--- src/verilog/tssp_map.vh ---
`ifndef TSSP_MAP_VH
`define TSSP_MAP_VH
// Register byte offsets
`define TSSP_A_CTRL   8'h00
`define TSSP_A_SEN    8'h04
`define TSSP_A_THR    8'h08
`define TSSP_A_NOISE  8'h0c
`define TSSP_A_CNT    8'h10
`define TSSP_A_MTX    8'h14
`define TSSP_A_STAT   8'h18
`define TSSP_A_IST    8'h1c
`define TSSP_A_IMSK   8'h20
`define TSSP_A_DSEL   8'h24
`define TSSP_A_RAW    8'h28
`define TSSP_A_BASE   8'h2c
`define TSSP_A_DIFF   8'h30
// Control fields
`define TSSP_F_EN     0
`define TSSP_F_AUTO   1
`define TSSP_F_GANG   2
`define TSSP_F_GUARD  3
// Reset values: resolution 8 bits, filter shift 2
`define TSSP_CTRL_RST 32'h0000_2800
`define TSSP_SEN_RST  8'hff
`define TSSP_THR_RST  32'h0005_0040
`define TSSP_NSE_RST  32'h0014_0014
`define TSSP_CNT_RST  32'h0000_0503
// Sensor slots; the last slot holds the ganged group
`define TSSP_NSENS    8
`define TSSP_GANG     4'h8
// Interrupt status bits
`define TSSP_I_DONE   0
`define TSSP_I_CHG    1
`define TSSP_I_LBR    2
`define TSSP_I_GUARD  3
`endif

--- src/verilog/tssp_top.v ---
`timescale 1ns/1ns
`default_nettype none
`include "tssp_map.vh"
////////////////////////////////////////////////////////////////////////////////
module tssp_top (
  // Clock and reset
  input  wire        REF_CLK,
  input  wire        RST,
  // AHB-Lite slave
  input  wire        HSEL,
  input  wire [31:0] HADDR,
  input  wire [1:0]  HTRANS,
  input  wire        HWRITE,
  input  wire [2:0]  HSIZE,
  input  wire [31:0] HWDATA,
  input  wire        HREADY,
  output wire [31:0] HRDATA,
  output wire        HREADYOUT,
  output wire        HRESP,
  // Analog front end
  input  wire        MOD_BIT,
  output wire        MOD_IDAC_ON,
  output wire [7:0]  SENSE_SEL,
  output wire        SCAN_ACTIVE,
  // Results
  output wire [7:0]  SENSOR_ON,
  output wire        IRQ
);

  localparam S_IDLE = 2'h0;
  localparam S_CHK  = 2'h1;
  localparam S_SCAN = 2'h2;
  localparam S_PROC = 2'h3;

  function [3:0] popc;
    input [7:0] v;
    integer k;
    begin
      popc = 4'h0;
      for (k = 0; k < 8; k = k + 1)
        popc = popc + {3'h0, v[k]};
    end
  endfunction

  function [2:0] enc;
    input [7:0] v;
    integer k;
    begin
      enc = 3'h0;
      for (k = 7; k >= 0; k = k - 1)
        if (v[k])
          enc = k[2:0];
    end
  endfunction

  ////////////////////////////////////////////////////////////////////////////////
  // Registers and storage
  reg [31:0] ctrl_ff;
  reg [7:0]  sen_ff;
  reg [31:0] thr_ff;
  reg [31:0] noise_ff;
  reg [31:0] cnt_ff;
  reg [15:0] mtx_ff;
  reg [3:0]  ist_ff;
  reg [3:0]  imsk_ff;
  reg [3:0]  dsel_ff;
  reg [31:0] rdata_ff;
  reg        rd_ph_ff;
  reg        wr_ph_ff;
  reg [7:0]  addr_ff;
  reg [1:0]  st_ff;
  reg [3:0]  cur_ff;
  reg [7:0]  mask_ff;
  reg [15:0] cyc_ff;
  reg [15:0] acc_ff;
  reg        idac_ff;
  reg [15:0] raw_ff  [0:8];
  reg [15:0] base_ff [0:8];
  reg [15:0] diff_ff [0:8];
  reg [7:0]  deb_ff  [0:8];
  reg [7:0]  lbr_ff  [0:8];
  reg [8:0]  on_ff;
  reg [8:0]  init_ff;
  integer    i;

  wire        mod_s;
  wire        cfg_auto  = ctrl_ff[`TSSP_F_AUTO];
  wire [2:0]  guard_idx = ctrl_ff[6:4];
  wire [4:0]  res_n     = ctrl_ff[12:8];
  wire [3:0]  shamt     = ctrl_ff[15:12];
  wire [15:0] fth       = thr_ff[15:0];
  wire [15:0] hys       = {8'h00, thr_ff[23:16]};
  wire [15:0] nth       = noise_ff[15:0];
  wire [15:0] neg_nth   = noise_ff[31:16];
  wire [7:0]  deb_cfg   = cnt_ff[7:0];
  wire [7:0]  lbr_cfg   = cnt_ff[15:8];

  tssp_sync3 u_sync (
    .clk  (REF_CLK),
    .rst  (RST),
    .din  (MOD_BIT),
    .dout (mod_s)
  );

  ////////////////////////////////////////////////////////////////////////////////
  // Per-sensor arithmetic for the slot under processing
  wire [15:0] r   = acc_ff;
  wire [15:0] b   = base_ff[cur_ff];
  wire        up  = r > b;
  wire [15:0] r_b = r - b;
  wire [15:0] b_r = b - r;
  wire [15:0] dcount = (up && (r_b >= nth)) ? r_b : 16'h0000;
  wire        low    = (b > r) && (b_r > neg_nth);
  wire [16:0] thr_hi = {1'b0, fth} + {1'b0, hys};
  wire [15:0] thr_lo = (fth > hys) ? (fth - hys) : 16'h0000;
  wire [16:0] sdiff  = {1'b0, r} - {1'b0, b};
  wire [16:0] step   = $signed(sdiff) >>> shamt;
  wire [15:0] base_f = b + step[15:0];
  wire [7:0]  deb_set = (deb_cfg == 8'h00) ? 8'h01 : deb_cfg;
  wire [8:0]  deb_inc = {1'b0, deb_ff[cur_ff]} + 9'h001;
  wire [8:0]  lbr_inc = {1'b0, lbr_ff[cur_ff]} + 9'h001;
  // Scan length is 2^N-1; N above 16 saturates, N of zero runs one clock
  wire [16:0] len_w   = (res_n >= 5'h10) ? 17'h0ffff : ((17'h00001 << res_n) - 17'h00001);
  wire [15:0] scan_len = (len_w[15:0] == 16'h0000) ? 16'h0001 : len_w[15:0];
  wire        guard_lock = ctrl_ff[`TSSP_F_GUARD] && on_ff[guard_idx];
  wire        gang_go = ctrl_ff[`TSSP_F_GANG] && (on_ff == 9'h000);

  ////////////////////////////////////////////////////////////////////////////////
  // Matrix: single intersection only
  wire [7:0] rows   = on_ff[7:0] & mtx_ff[7:0];
  wire [7:0] cols   = on_ff[7:0] & mtx_ff[15:8];
  wire       mtx_ok = (popc(rows) == 4'h1) && (popc(cols) == 4'h1);
  wire [2:0] mtx_r  = mtx_ok ? enc(rows) : 3'h0;
  wire [2:0] mtx_c  = mtx_ok ? enc(cols) : 3'h0;

  ////////////////////////////////////////////////////////////////////////////////
  // Scan sequencer and per-sensor processing
  wire       hit_hi = init_ff[cur_ff] && ({1'b0, dcount} > thr_hi);
  reg  [3:0] ev;
  always @*
  begin
    ev[`TSSP_I_DONE]  = (st_ff == S_PROC);
    ev[`TSSP_I_CHG]   = (st_ff == S_PROC) && (hit_hi ? ((deb_inc >= {1'b0, deb_set}) && !on_ff[cur_ff]) :
                                                       ((dcount < thr_lo) && on_ff[cur_ff]));
    ev[`TSSP_I_LBR]   = (st_ff == S_PROC) && init_ff[cur_ff] && low && (lbr_inc > {1'b0, lbr_cfg});
    ev[`TSSP_I_GUARD] = (st_ff == S_IDLE) && ctrl_ff[`TSSP_F_EN] && guard_lock;
  end
  always @(posedge REF_CLK)
  begin
    if (RST)
    begin
      st_ff   <= S_IDLE;
      cur_ff  <= 4'h0;
      mask_ff <= 8'h00;
      cyc_ff  <= 16'h0000;
      acc_ff  <= 16'h0000;
      idac_ff <= 1'b0;
      on_ff   <= 9'h000;
      init_ff <= 9'h000;
      for (i = 0; i < 9; i = i + 1)
      begin
        raw_ff[i]  <= 16'h0000;
        base_ff[i] <= 16'h0000;
        diff_ff[i] <= 16'h0000;
        deb_ff[i]  <= 8'h00;
        lbr_ff[i]  <= 8'h00;
      end
    end
    else
    begin
      idac_ff <= (st_ff == S_SCAN) && mod_s;
      case (st_ff)
        S_IDLE:
        begin
          if (ctrl_ff[`TSSP_F_EN])
          begin
            // Guard lockout keeps only the guard sensor in the round
            mask_ff <= guard_lock ? (8'h01 << guard_idx) : sen_ff;
            if (gang_go && !guard_lock && (sen_ff != 8'h00))
            begin
              cur_ff <= `TSSP_GANG;
              cyc_ff <= 16'h0000;
              acc_ff <= 16'h0000;
              st_ff  <= S_SCAN;
            end
            else
            begin
              cur_ff <= 4'h0;
              st_ff  <= S_CHK;
            end
          end
        end
        S_CHK:
        begin
          if (cur_ff[3])
          begin
            // Round done: drop the ganged touch so idle rounds resume ganging
            on_ff[8]  <= 1'b0;
            deb_ff[8] <= 8'h00;
            st_ff     <= S_IDLE;
          end
          else if (mask_ff[cur_ff[2:0]])
          begin
            cyc_ff <= 16'h0000;
            acc_ff <= 16'h0000;
            st_ff  <= S_SCAN;
          end
          else
            cur_ff <= cur_ff + 4'h1;
        end
        S_SCAN:
        begin
          acc_ff <= acc_ff + {15'h0000, mod_s};
          cyc_ff <= cyc_ff + 16'h0001;
          if (cyc_ff + 16'h0001 == scan_len)
            st_ff <= S_PROC;
        end
        default:
        begin
          raw_ff[cur_ff]  <= r;
          diff_ff[cur_ff] <= dcount;
          if (!init_ff[cur_ff])
          begin
            // First scan seeds the baseline
            init_ff[cur_ff] <= 1'b1;
            base_ff[cur_ff] <= r;
            diff_ff[cur_ff] <= 16'h0000;
          end
          else if (low)
          begin
            if (lbr_inc > {1'b0, lbr_cfg})
            begin
              base_ff[cur_ff] <= r;
              lbr_ff[cur_ff]  <= 8'h00;
            end
            else
              lbr_ff[cur_ff] <= lbr_inc[7:0];
          end
          else
          begin
            lbr_ff[cur_ff] <= 8'h00;
            if (cfg_auto || (dcount == 16'h0000))
              base_ff[cur_ff] <= base_f;
          end
          if (hit_hi)
          begin
            if (deb_inc >= {1'b0, deb_set})
            begin
              deb_ff[cur_ff] <= deb_set;
              on_ff[cur_ff]  <= 1'b1;
            end
            else
              deb_ff[cur_ff] <= deb_inc[7:0];
          end
          else
          begin
            deb_ff[cur_ff] <= 8'h00;
            if (dcount < thr_lo)
              on_ff[cur_ff] <= 1'b0;
          end
          if (cur_ff == `TSSP_GANG)
            st_ff <= S_IDLE;
          else
          begin
            cur_ff <= cur_ff + 4'h1;
            st_ff  <= S_CHK;
          end
        end
      endcase
    end
  end

  ////////////////////////////////////////////////////////////////////////////////
  // AHB-Lite slave: writes complete with no wait, reads take one wait state
  wire take = HSEL && HTRANS[1] && HREADY;

  always @(posedge REF_CLK)
  begin
    if (RST)
    begin
      rd_ph_ff <= 1'b0;
      wr_ph_ff <= 1'b0;
      addr_ff  <= 8'h00;
      rdata_ff <= 32'h0000_0000;
      ctrl_ff  <= `TSSP_CTRL_RST;
      sen_ff   <= `TSSP_SEN_RST;
      thr_ff   <= `TSSP_THR_RST;
      noise_ff <= `TSSP_NSE_RST;
      cnt_ff   <= `TSSP_CNT_RST;
      mtx_ff   <= 16'h0000;
      ist_ff   <= 4'h0;
      imsk_ff  <= 4'h0;
      dsel_ff  <= 4'h0;
    end
    else
    begin
      rd_ph_ff <= take && !HWRITE;
      wr_ph_ff <= take && HWRITE;
      if (take)
        addr_ff <= {HADDR[7:2], 2'b00};
      if (rd_ph_ff)
      begin
        case (addr_ff)
          `TSSP_A_CTRL:  rdata_ff <= {16'h0000, ctrl_ff[15:8], 1'b0, ctrl_ff[6:0]};
          `TSSP_A_SEN:   rdata_ff <= {24'h000000, sen_ff};
          `TSSP_A_THR:   rdata_ff <= {8'h00, thr_ff[23:0]};
          `TSSP_A_NOISE: rdata_ff <= noise_ff;
          `TSSP_A_CNT:   rdata_ff <= {16'h0000, cnt_ff[15:0]};
          `TSSP_A_MTX:   rdata_ff <= {16'h0000, mtx_ff};
          `TSSP_A_STAT:  rdata_ff <= {13'h0000, mtx_c, 1'b0, mtx_r, 1'b0, mtx_ok,
                                     on_ff[8], st_ff != S_IDLE, on_ff[7:0]};
          `TSSP_A_IST:   rdata_ff <= {28'h0000000, ist_ff};
          `TSSP_A_IMSK:  rdata_ff <= {28'h0000000, imsk_ff};
          `TSSP_A_DSEL:  rdata_ff <= {28'h0000000, dsel_ff};
          `TSSP_A_RAW:   rdata_ff <= {16'h0000, raw_ff[dsel_ff]};
          `TSSP_A_BASE:  rdata_ff <= {16'h0000, base_ff[dsel_ff]};
          `TSSP_A_DIFF:  rdata_ff <= {16'h0000, diff_ff[dsel_ff]};
          default:       rdata_ff <= 32'h0000_0000;
        endcase
      end
      // Hardware events win over a same-cycle write-one-to-clear
      if (wr_ph_ff && (addr_ff == `TSSP_A_IST))
        ist_ff <= (ist_ff & ~HWDATA[3:0]) | ev;
      else
        ist_ff <= ist_ff | ev;
      if (wr_ph_ff)
      begin
        case (addr_ff)
          `TSSP_A_CTRL:  ctrl_ff  <= {16'h0000, HWDATA[15:8], 1'b0, HWDATA[6:0]};
          `TSSP_A_SEN:   sen_ff   <= HWDATA[7:0];
          `TSSP_A_THR:   thr_ff   <= {8'h00, HWDATA[23:0]};
          `TSSP_A_NOISE: noise_ff <= HWDATA;
          `TSSP_A_CNT:   cnt_ff   <= {16'h0000, HWDATA[15:0]};
          `TSSP_A_MTX:   mtx_ff   <= HWDATA[15:0];
          `TSSP_A_IMSK:  imsk_ff  <= HWDATA[3:0];
          `TSSP_A_DSEL:  dsel_ff  <= (HWDATA[3:0] > 4'h8) ? 4'h8 : HWDATA[3:0];
          default:       dsel_ff  <= dsel_ff;
        endcase
      end
    end
  end

  ////////////////////////////////////////////////////////////////////////////////
  // Outputs
  assign HRDATA      = rdata_ff;
  assign HREADYOUT   = !rd_ph_ff;
  assign HRESP       = 1'b0;
  assign MOD_IDAC_ON = idac_ff;
  assign SCAN_ACTIVE = (st_ff == S_SCAN);
  // Ganged scans tie every enabled sensor to the shared analog sense bus
  assign SENSE_SEL   = (st_ff != S_SCAN) ? 8'h00 :
                       (cur_ff == `TSSP_GANG) ? sen_ff : (8'h01 << cur_ff[2:0]);
  assign SENSOR_ON   = on_ff[7:0];
  assign IRQ         = |(ist_ff & imsk_ff);

endmodule
`default_nettype wire

--- src/verilog/tssp_sync3.v ---
`timescale 1ns/1ns
`default_nettype none
module tssp_sync3 (
  // Clock and reset
  input  wire clk,
  input  wire rst,
  // Asynchronous level in, filtered level out
  input  wire din,
  output wire dout
);

  reg [2:0] sh_ff;
  reg       out_ff;

  // Stage 0 feeds only stage 1; a change is taken once stages 1 and 2 agree
  always @(posedge clk)
  begin
    if (rst)
    begin
      sh_ff  <= 3'h0;
      out_ff <= 1'b0;
    end
    else
    begin
      sh_ff <= {sh_ff[1:0], din};
      if (sh_ff[1] == sh_ff[2])
        out_ff <= sh_ff[2];
    end
  end

  assign dout = out_ff;

endmodule
`default_nettype wire

--- config.mk ---
export PLATFORM = sky130hd
export DESIGN_NAME = tssp_top
export DESIGN_NICKNAME = d
export VERILOG_FILES = /design/src/verilog/tssp_top.v /design/src/verilog/tssp_sync3.v
export VERILOG_INCLUDE_DIRS = /design/src /design/src/verilog
export SDC_FILE = /design/constraint.sdc
export NUM_CORES = 2
export LEC_CHECK = 0
export BUFFER_PORTS_ARGS = -buffer_cell sky130_fd_sc_hd__buf_2
export CORE_MARGIN = 2
export CORE_UTILIZATION = 45
export DETAILED_ROUTE_END_ITERATION = 6
export PLACE_DENSITY = 0.67
export SETUP_SLACK_MARGIN = 0.3
export SYNTH_ARGS = -nofsm -noshare
export SYNTH_HDL_FRONTEND = slang
export SYNTH_SLANG_ARGS = --single-unit
--- constraint.sdc ---
create_clock -name REF_CLK -period 23.1 [get_ports REF_CLK]
set_clock_uncertainty 0.1 [all_clocks]
set_input_delay 4.62 -clock REF_CLK [delete_from_list [all_inputs] [get_ports REF_CLK]]
set_output_delay 4.62 -clock REF_CLK [all_outputs]
set_load 0.03 [all_outputs]
Yosys cells after proc, flatten, opt, wreduce, memory -nomap -nowiden
Memory sizes are Yosys's and may differ from the RTL's. A register that Yosys moved wholly into a read port is not among the register bits.
Cells that the tools add are included.
Widths: inputs -> output; s select.
- bits in latches: 0
- memories kept: 5
- memory bits (read-only): 0
- flip-flop bits (word level): 232
- memory bits (writable): 576
- bits of input ports: 75
- logic and storage cells: 336
- output and inout bits: 53
- memories (name ; depth ; width ; rd ports ; clocked after Yosys merged registers in ; wr ports ; RTL line ; RTL):
    base_ff ; 9 ; 16 ; 2 ; 1 ; 9 ; tssp_top.v:78 ; reg [15:0] base_ff [0:8];
    diff_ff ; 9 ; 16 ; 1 ; 1 ; 9 ; tssp_top.v:79 ; reg [15:0] diff_ff [0:8];
    raw_ff ; 9 ; 16 ; 1 ; 1 ; 9 ; tssp_top.v:77 ; reg [15:0] raw_ff [0:8];
    deb_ff ; 9 ; 8 ; 1 ; 0 ; 9 ; tssp_top.v:80 ; reg [7:0] deb_ff [0:8];
    lbr_ff ; 9 ; 8 ; 1 ; 0 ; 9 ; tssp_top.v:81 ; reg [7:0] lbr_ff [0:8];
- $add $sub $neg: 26
- equality and inequality tests: 32
- shifts and indexed selects: 4
- order comparisons: 15
- reduce and logical (&&, ||, !) cells: 63
- bitwise operators: 23
- multiply operators: 0
- muxes and demuxes: 143
- div/mod/pow operators: 0
- operators by type and width (cell ; number):
    $pmux 32 s13 ; 1
    $mux 16 ; 14
    $pmux 16 s3 ; 2
    $mux 8 ; 11
    $mux 4 ; 18
    $mux 1 ; 63
    $mux 3 ; 18
    $gt 16x16->1 ; 3
    $reduce_or 16->1 ; 3
    $add 4x1->4 ; 8
    $logic_not 16->1 ; 2
    $sub 16x16->16 ; 2
    $eq 6x4->1 const B ; 5
    $mux 9 ; 3
    $eq 6x3->1 const B ; 4
    $logic_and 1x1->1 ; 23
    $reduce_and 2->1 ; 10
    $add 8x1->9 const B ; 2
    $or 9x9->9 ; 2
    $add 16x8->17 ; 1
    $gt 16x17->1 ; 1
    $sshr 17x4->16 ; 1
    $sub 16x16->17 ; 1
    $add 16x1->16 ; 1
    64 further kinds ; 107

Logic depth before layout (Yosys ltp)
An unclocked memory read counts as a cell.
- depth in word-level cells: 16
- mapped depth: 39
- depth with buffers taken out: 29

Modules after synthesis
A second synthesis with hierarchy kept.
- cells, all modules: 4828
- area, all modules: 62004.5 um^2
- by module, submodules not included (module ; instances ; sequential area each (um^2) ; area an instance (um^2) ; cells each):
    tssp_top ; 1 ; 35393.9 ; 61891.9 ; 4818
    tssp_sync3 ; 1 ; 80.1 ; 112.6 ; 10

Least setup slack after synthesis
Ideal clock, no wire load.
- path type: reg-to-reg
- start: register cur_ff[0]
- end: register (tool-made name)
- path buffers: 7
- setup slack: 14.357 ns
- library setup time: 0.117 ns
- data required time: 22.883 ns
- arrival: 8.526 ns
- clock period less this slack: 8.743 ns
- cell stages (with the launch flop): 35
- cell sequence: dfxtp_1 buf_6 buf_6 buf_4 buf_4 buf_2 buf_1 mux4_2 mux4_2 ha_1 nor2b_1 o2111a_1 or4_4 a211oi_1 o22a_1 ha_1 and4_1 nand2_1 nor2_1 a221o_1 o211ai_1 inv_1 nand2_1 inv_1 ha_1 a21o_1 a21o_1 a21oi_1 nor2_1 a2111oi_0 o21ai_0 nor4b_1 clkbuf_1 nand3_1 a32o_1
- RTL lines (item ; RTL line ; RTL):
    start, declared ; tssp_top.v:72 ; reg [3:0] cur_ff;
    start signal, assigned ; tssp_top.v:181 ; cur_ff <= `TSSP_GANG;
    start signal, assigned ; tssp_top.v:209 ; cur_ff <= cur_ff + 4'h1;
    start signal, assigned ; tssp_top.v:265 ; cur_ff <= cur_ff + 4'h1;

Worst setup path after layout
- start: register cur_ff[1]
- end: output port SENSE_SEL[2]
- longest elaborated chain between the ends: 3
- elaborated cells between the ends (all ways): 4
- classes of those cells: 1 x eq/ne; 1 x shift; 2 x mux
- ends and longest elaborated chain (item ; RTL line ; RTL):
    $eq 4x4->1 (no line) or $shl 1x3->8 (tied branches) ; -- ;
    $mux 8 (*) ; tssp_top.v:352 ; (cur_ff == `TSSP_GANG) ? sen_ff : (8'h01 << cur_ff[2:0]);
    $mux 8 (*) ; tssp_top.v:351 ; assign SENSE_SEL = (st_ff != S_SCAN) ? 8'h00 :
    end, declared ; tssp_top.v:23 ; output wire [7:0] SENSE_SEL,
Every way passes the cells marked *; elsewhere a longest branch is shown, timed or not.

==> results.yml <==
cells_and_area:
  layout-drive-gt1-share_pct: 17.7
  nets: 5142
  areaGrowthSynthToFinish_pct: 10.4
  num-fill-cells: 11800
  final_core_util_pct: 49.9
cts:
  numCtsBuffers: 133
  ctsHoldBuffers: 0
  cts-htree-levels: 4
  cts_tree: "built"
  cts_root_buf: "clkbuf_16"
  cts_resized: 0
  cts_setup_buffers: 0
  cts.path.max_buffers: 3
  clock_latency_ns: 0.78
  path_clk_slew_ns: 0.06
  clock_sinks: 1260
power:
  ir_worst_vdd_mv: 0.0551
  p_leak_nw: 23.4
  p_sw_w: 0.00108
  p_per_area_mw_per_mm2: 69.4
  p_seq_share_pct: 51.7
  switching_share_pct: 22.4
  combinationalPowerShare_pct: 4.6
  internal_power_w: 0.00373
  p_clk_share_pct: 43.8
run:
  cap_violations: 0
timing:
  grt_setup_unrepaired: "false"
  hold_viol_final: 0
  tightest_slew_ns: 1.32
  fin_crit_sh_pct: 45.0
  slew_headroom_pct: 10.8
  slew_violations: 0
  fin_crit_ns: 10.40
  holdWs_ns: 0.345
  fin_tns_setup_ns: 0
  max_freq_mhz: 96.2
  setup-violations-final: 0
global_routing:
  grt_overflow: 0
  grt_usage_pct: 26.6
  grt_pass1_wl_um: 277000
  grt_antenna_before_repair: 6
  first_global_vias: 41100
  grt_max_degree: 141
logic_synthesis:
  synth-seq-cells: 1260
  synth_area_leaders: "edfxtp_1, mux4_2, dfxtp_1, nor2_1, ha_1"
  synth_area_per_cell_sq_um: 12.9
  synth_top_cell_by_area: "edfxtp_1"
  async_reset_ff_share_pct: 0
  ys_seq_area_share_pct: 56.4
  synth_warnings: 0
  syn_area_sq_mm: 0.0628
  synth_cells: 4887
  yosys-top-cells-count: "edfxtp_1, nor2_1, nand2_1"
  ys_types: 98
  synth-edff-count: 1024
  synthFlopType: "edfxtp_1"
  synth.most_common_cell: "edfxtp_1"
  yosys.area.top_type_share_pct: 48.9
detailed_routing:
  detail_route.wl_per_cell_um: 27.8
  drtIter0Drc: 5716
  vias: 42800
  dr.pass1.iters: 7
  drcViolationCount: 0
  viasPerCell: 6.22
  ant_nets: 0
  routed_wl_um: 191000
die:
  die-area_sq_mm: 0.143
  placementRows: 137
  core-area_sq_mm: 0.139
  start_util_pct: 45.2
  die_y_um: 378
  num_io_pins: 128
  die_w_um: 378
hold_path:
  worst_hold_path_type: "register to register"
place:
  port_buffers: 96
  place.gp.congestion: 0.968
  dp_hpwl_um: 128000
run_status:
  status: "finished, final reports clean"
critical_path:
  worst-path-max-fanout: 54
  arrival_ns: 5.68
  path_class: "register to output pin"
  required_ns: 18.38
  crit_path_end_kind: "output pin"
  start_kind: "register"
[through the flow]
stage | worst slack [ns] | std cells | instance area [sq um] | total power [W]
after global placement | 13.03 | 6635 | 65100 | 0.00275
final | 12.70 | 6880 | 69400 | 0.00481
after global routing | 12.31 | 6877 | 69400 | 0.00494
after CTS | 12.72 | 6877 | 69400 | 0.00483
after floorplan | 14.36 | 4919 | 63000 | 0.00267
after detailed placement | 12.97 | 6635 | 65100 | 0.00275
[final cells by class]
cell class                      count  area, sq um  area share [%]
Antenna cell                        3         7.51          0.0108
Clock buffer                      177         3620            5.22
Clock inverter                     65          629           0.907
Inverter                          193          726            1.05
Multi-Input combinational cell   3126        25400            36.7
Sequential cell                  1260        35500            51.2
Tap cell                         1876         2350            3.38
Timing Repair Buffer              180         1130            1.63
[cell usage in the layout (no fill, tap or decap), types with 25 or more instances in the layout]
| cell type | instances |
|---|---|
| a21o_1 | 32 |
| a21oi_1 | 357 |
| a22oi_1 | 44 |
| and2_1 | 36 |
| and3_1 | 29 |
| buf_2 | 95 |
| buf_4 | 83 |
| clkbuf_1 | 36 |
| clkbuf_16 | 137 |
| clkinv_1 | 27 |
| conb_1 | 33 |
| dfxtp_1 | 229 |
| edfxtp_1 | 1024 |
| ha_1 | 160 |
| inv_1 | 181 |
| mux2i_1 | 46 |
| mux4_2 | 412 |
| nand2_1 | 462 |
| nand2b_1 | 25 |
| nand3_1 | 117 |
| nand4_1 | 37 |
| nor2_1 | 634 |
| nor2b_1 | 71 |
| nor3_1 | 56 |
| o21ai_0 | 71 |
| xnor2_1 | 77 |
| xor2_1 | 36 |
[state kept, by name, summed over array words and instances (netlist names), 15 cells and up, named ones only]
| register | cells |
|---|---|
| diff_ff | 256 |
| raw_ff | 256 |
| deb_ff | 128 |
| base_ff | 256 |
| cyc_ff | 16 |
| noise_ff | 32 |
| ctrl_ff | 15 |
| cnt_ff | 16 |
| mtx_ff | 16 |
| acc_ff | 16 |
| lbr_ff | 128 |
| thr_ff | 24 |
| HRDATA | 32 |
[worst max-delay path, stage by stage, from the launching register on]
cell and delay (ns):
dfxtp_4 0.87, buf_4 0.72, buf_4 0.74, inv_1 0.26, ha_1 0.48, nand2_1 0.68, nand3_1 0.15, a21oi_1 0.61
buf_2 0.33
[final timing paths]
check	cells after the start	end	slack [ns]	start
setup reg to reg	22	base_ff[9][15]	12.76	cur_ff[0]
setup / recovery	8	SENSE_SEL[2]	12.70	cur_ff[1]
hold / removal	1	u_sync.sh_ff[1]	0.34	u_sync.sh_ff[0]
hold reg to reg	1	u_sync.sh_ff[1]	0.34	u_sync.sh_ff[0]
[power by group through the flow]
stage | combinational, W | clock [W] | sequential, W
2_1_floorplan | 0.000145 | 0 | 0.00253
3_3_place_gp | 0.000212 | 0 | 0.00253
3_5_place_dp | 0.000214 | 0 | 0.00254
4_1_cts | 0.000215 | 0.00212 | 0.00249
5_1_grt | 0.000232 | 0.00221 | 0.00249
6_report | 0.000219 | 0.00211 | 0.00249
[cell families after synthesis]
kind of cell             Yosys count  synth area share (%)
buffers and inverters            533                  3.48
AO/OA/AOI/OAI                    764                  7.90
XOR/XNOR                         114                  1.62
AND/OR/NAND/NOR                 1581                  11.4
other                              1               0.00597
adder cells (fa/ha/maj)          173                  3.60
multiplexers                     461                  15.6
flip-flops                      1260                  56.4
[metal layers]
| metal | GRT usage [%] | vias up | routed length [um] |
|---|---|---|---|
| li1 | - | 18300 | - |
| met3 | 5.94 | 379 | 20200 |
| met1 | 36.2 | 21700 | 74800 |
| met5 | 0 | - | 33 |
| met4 | 9.89 | 4 | 7300 |
| met2 | 41.8 | 2413 | 88600 |
(Power assumes the default switching activity.)
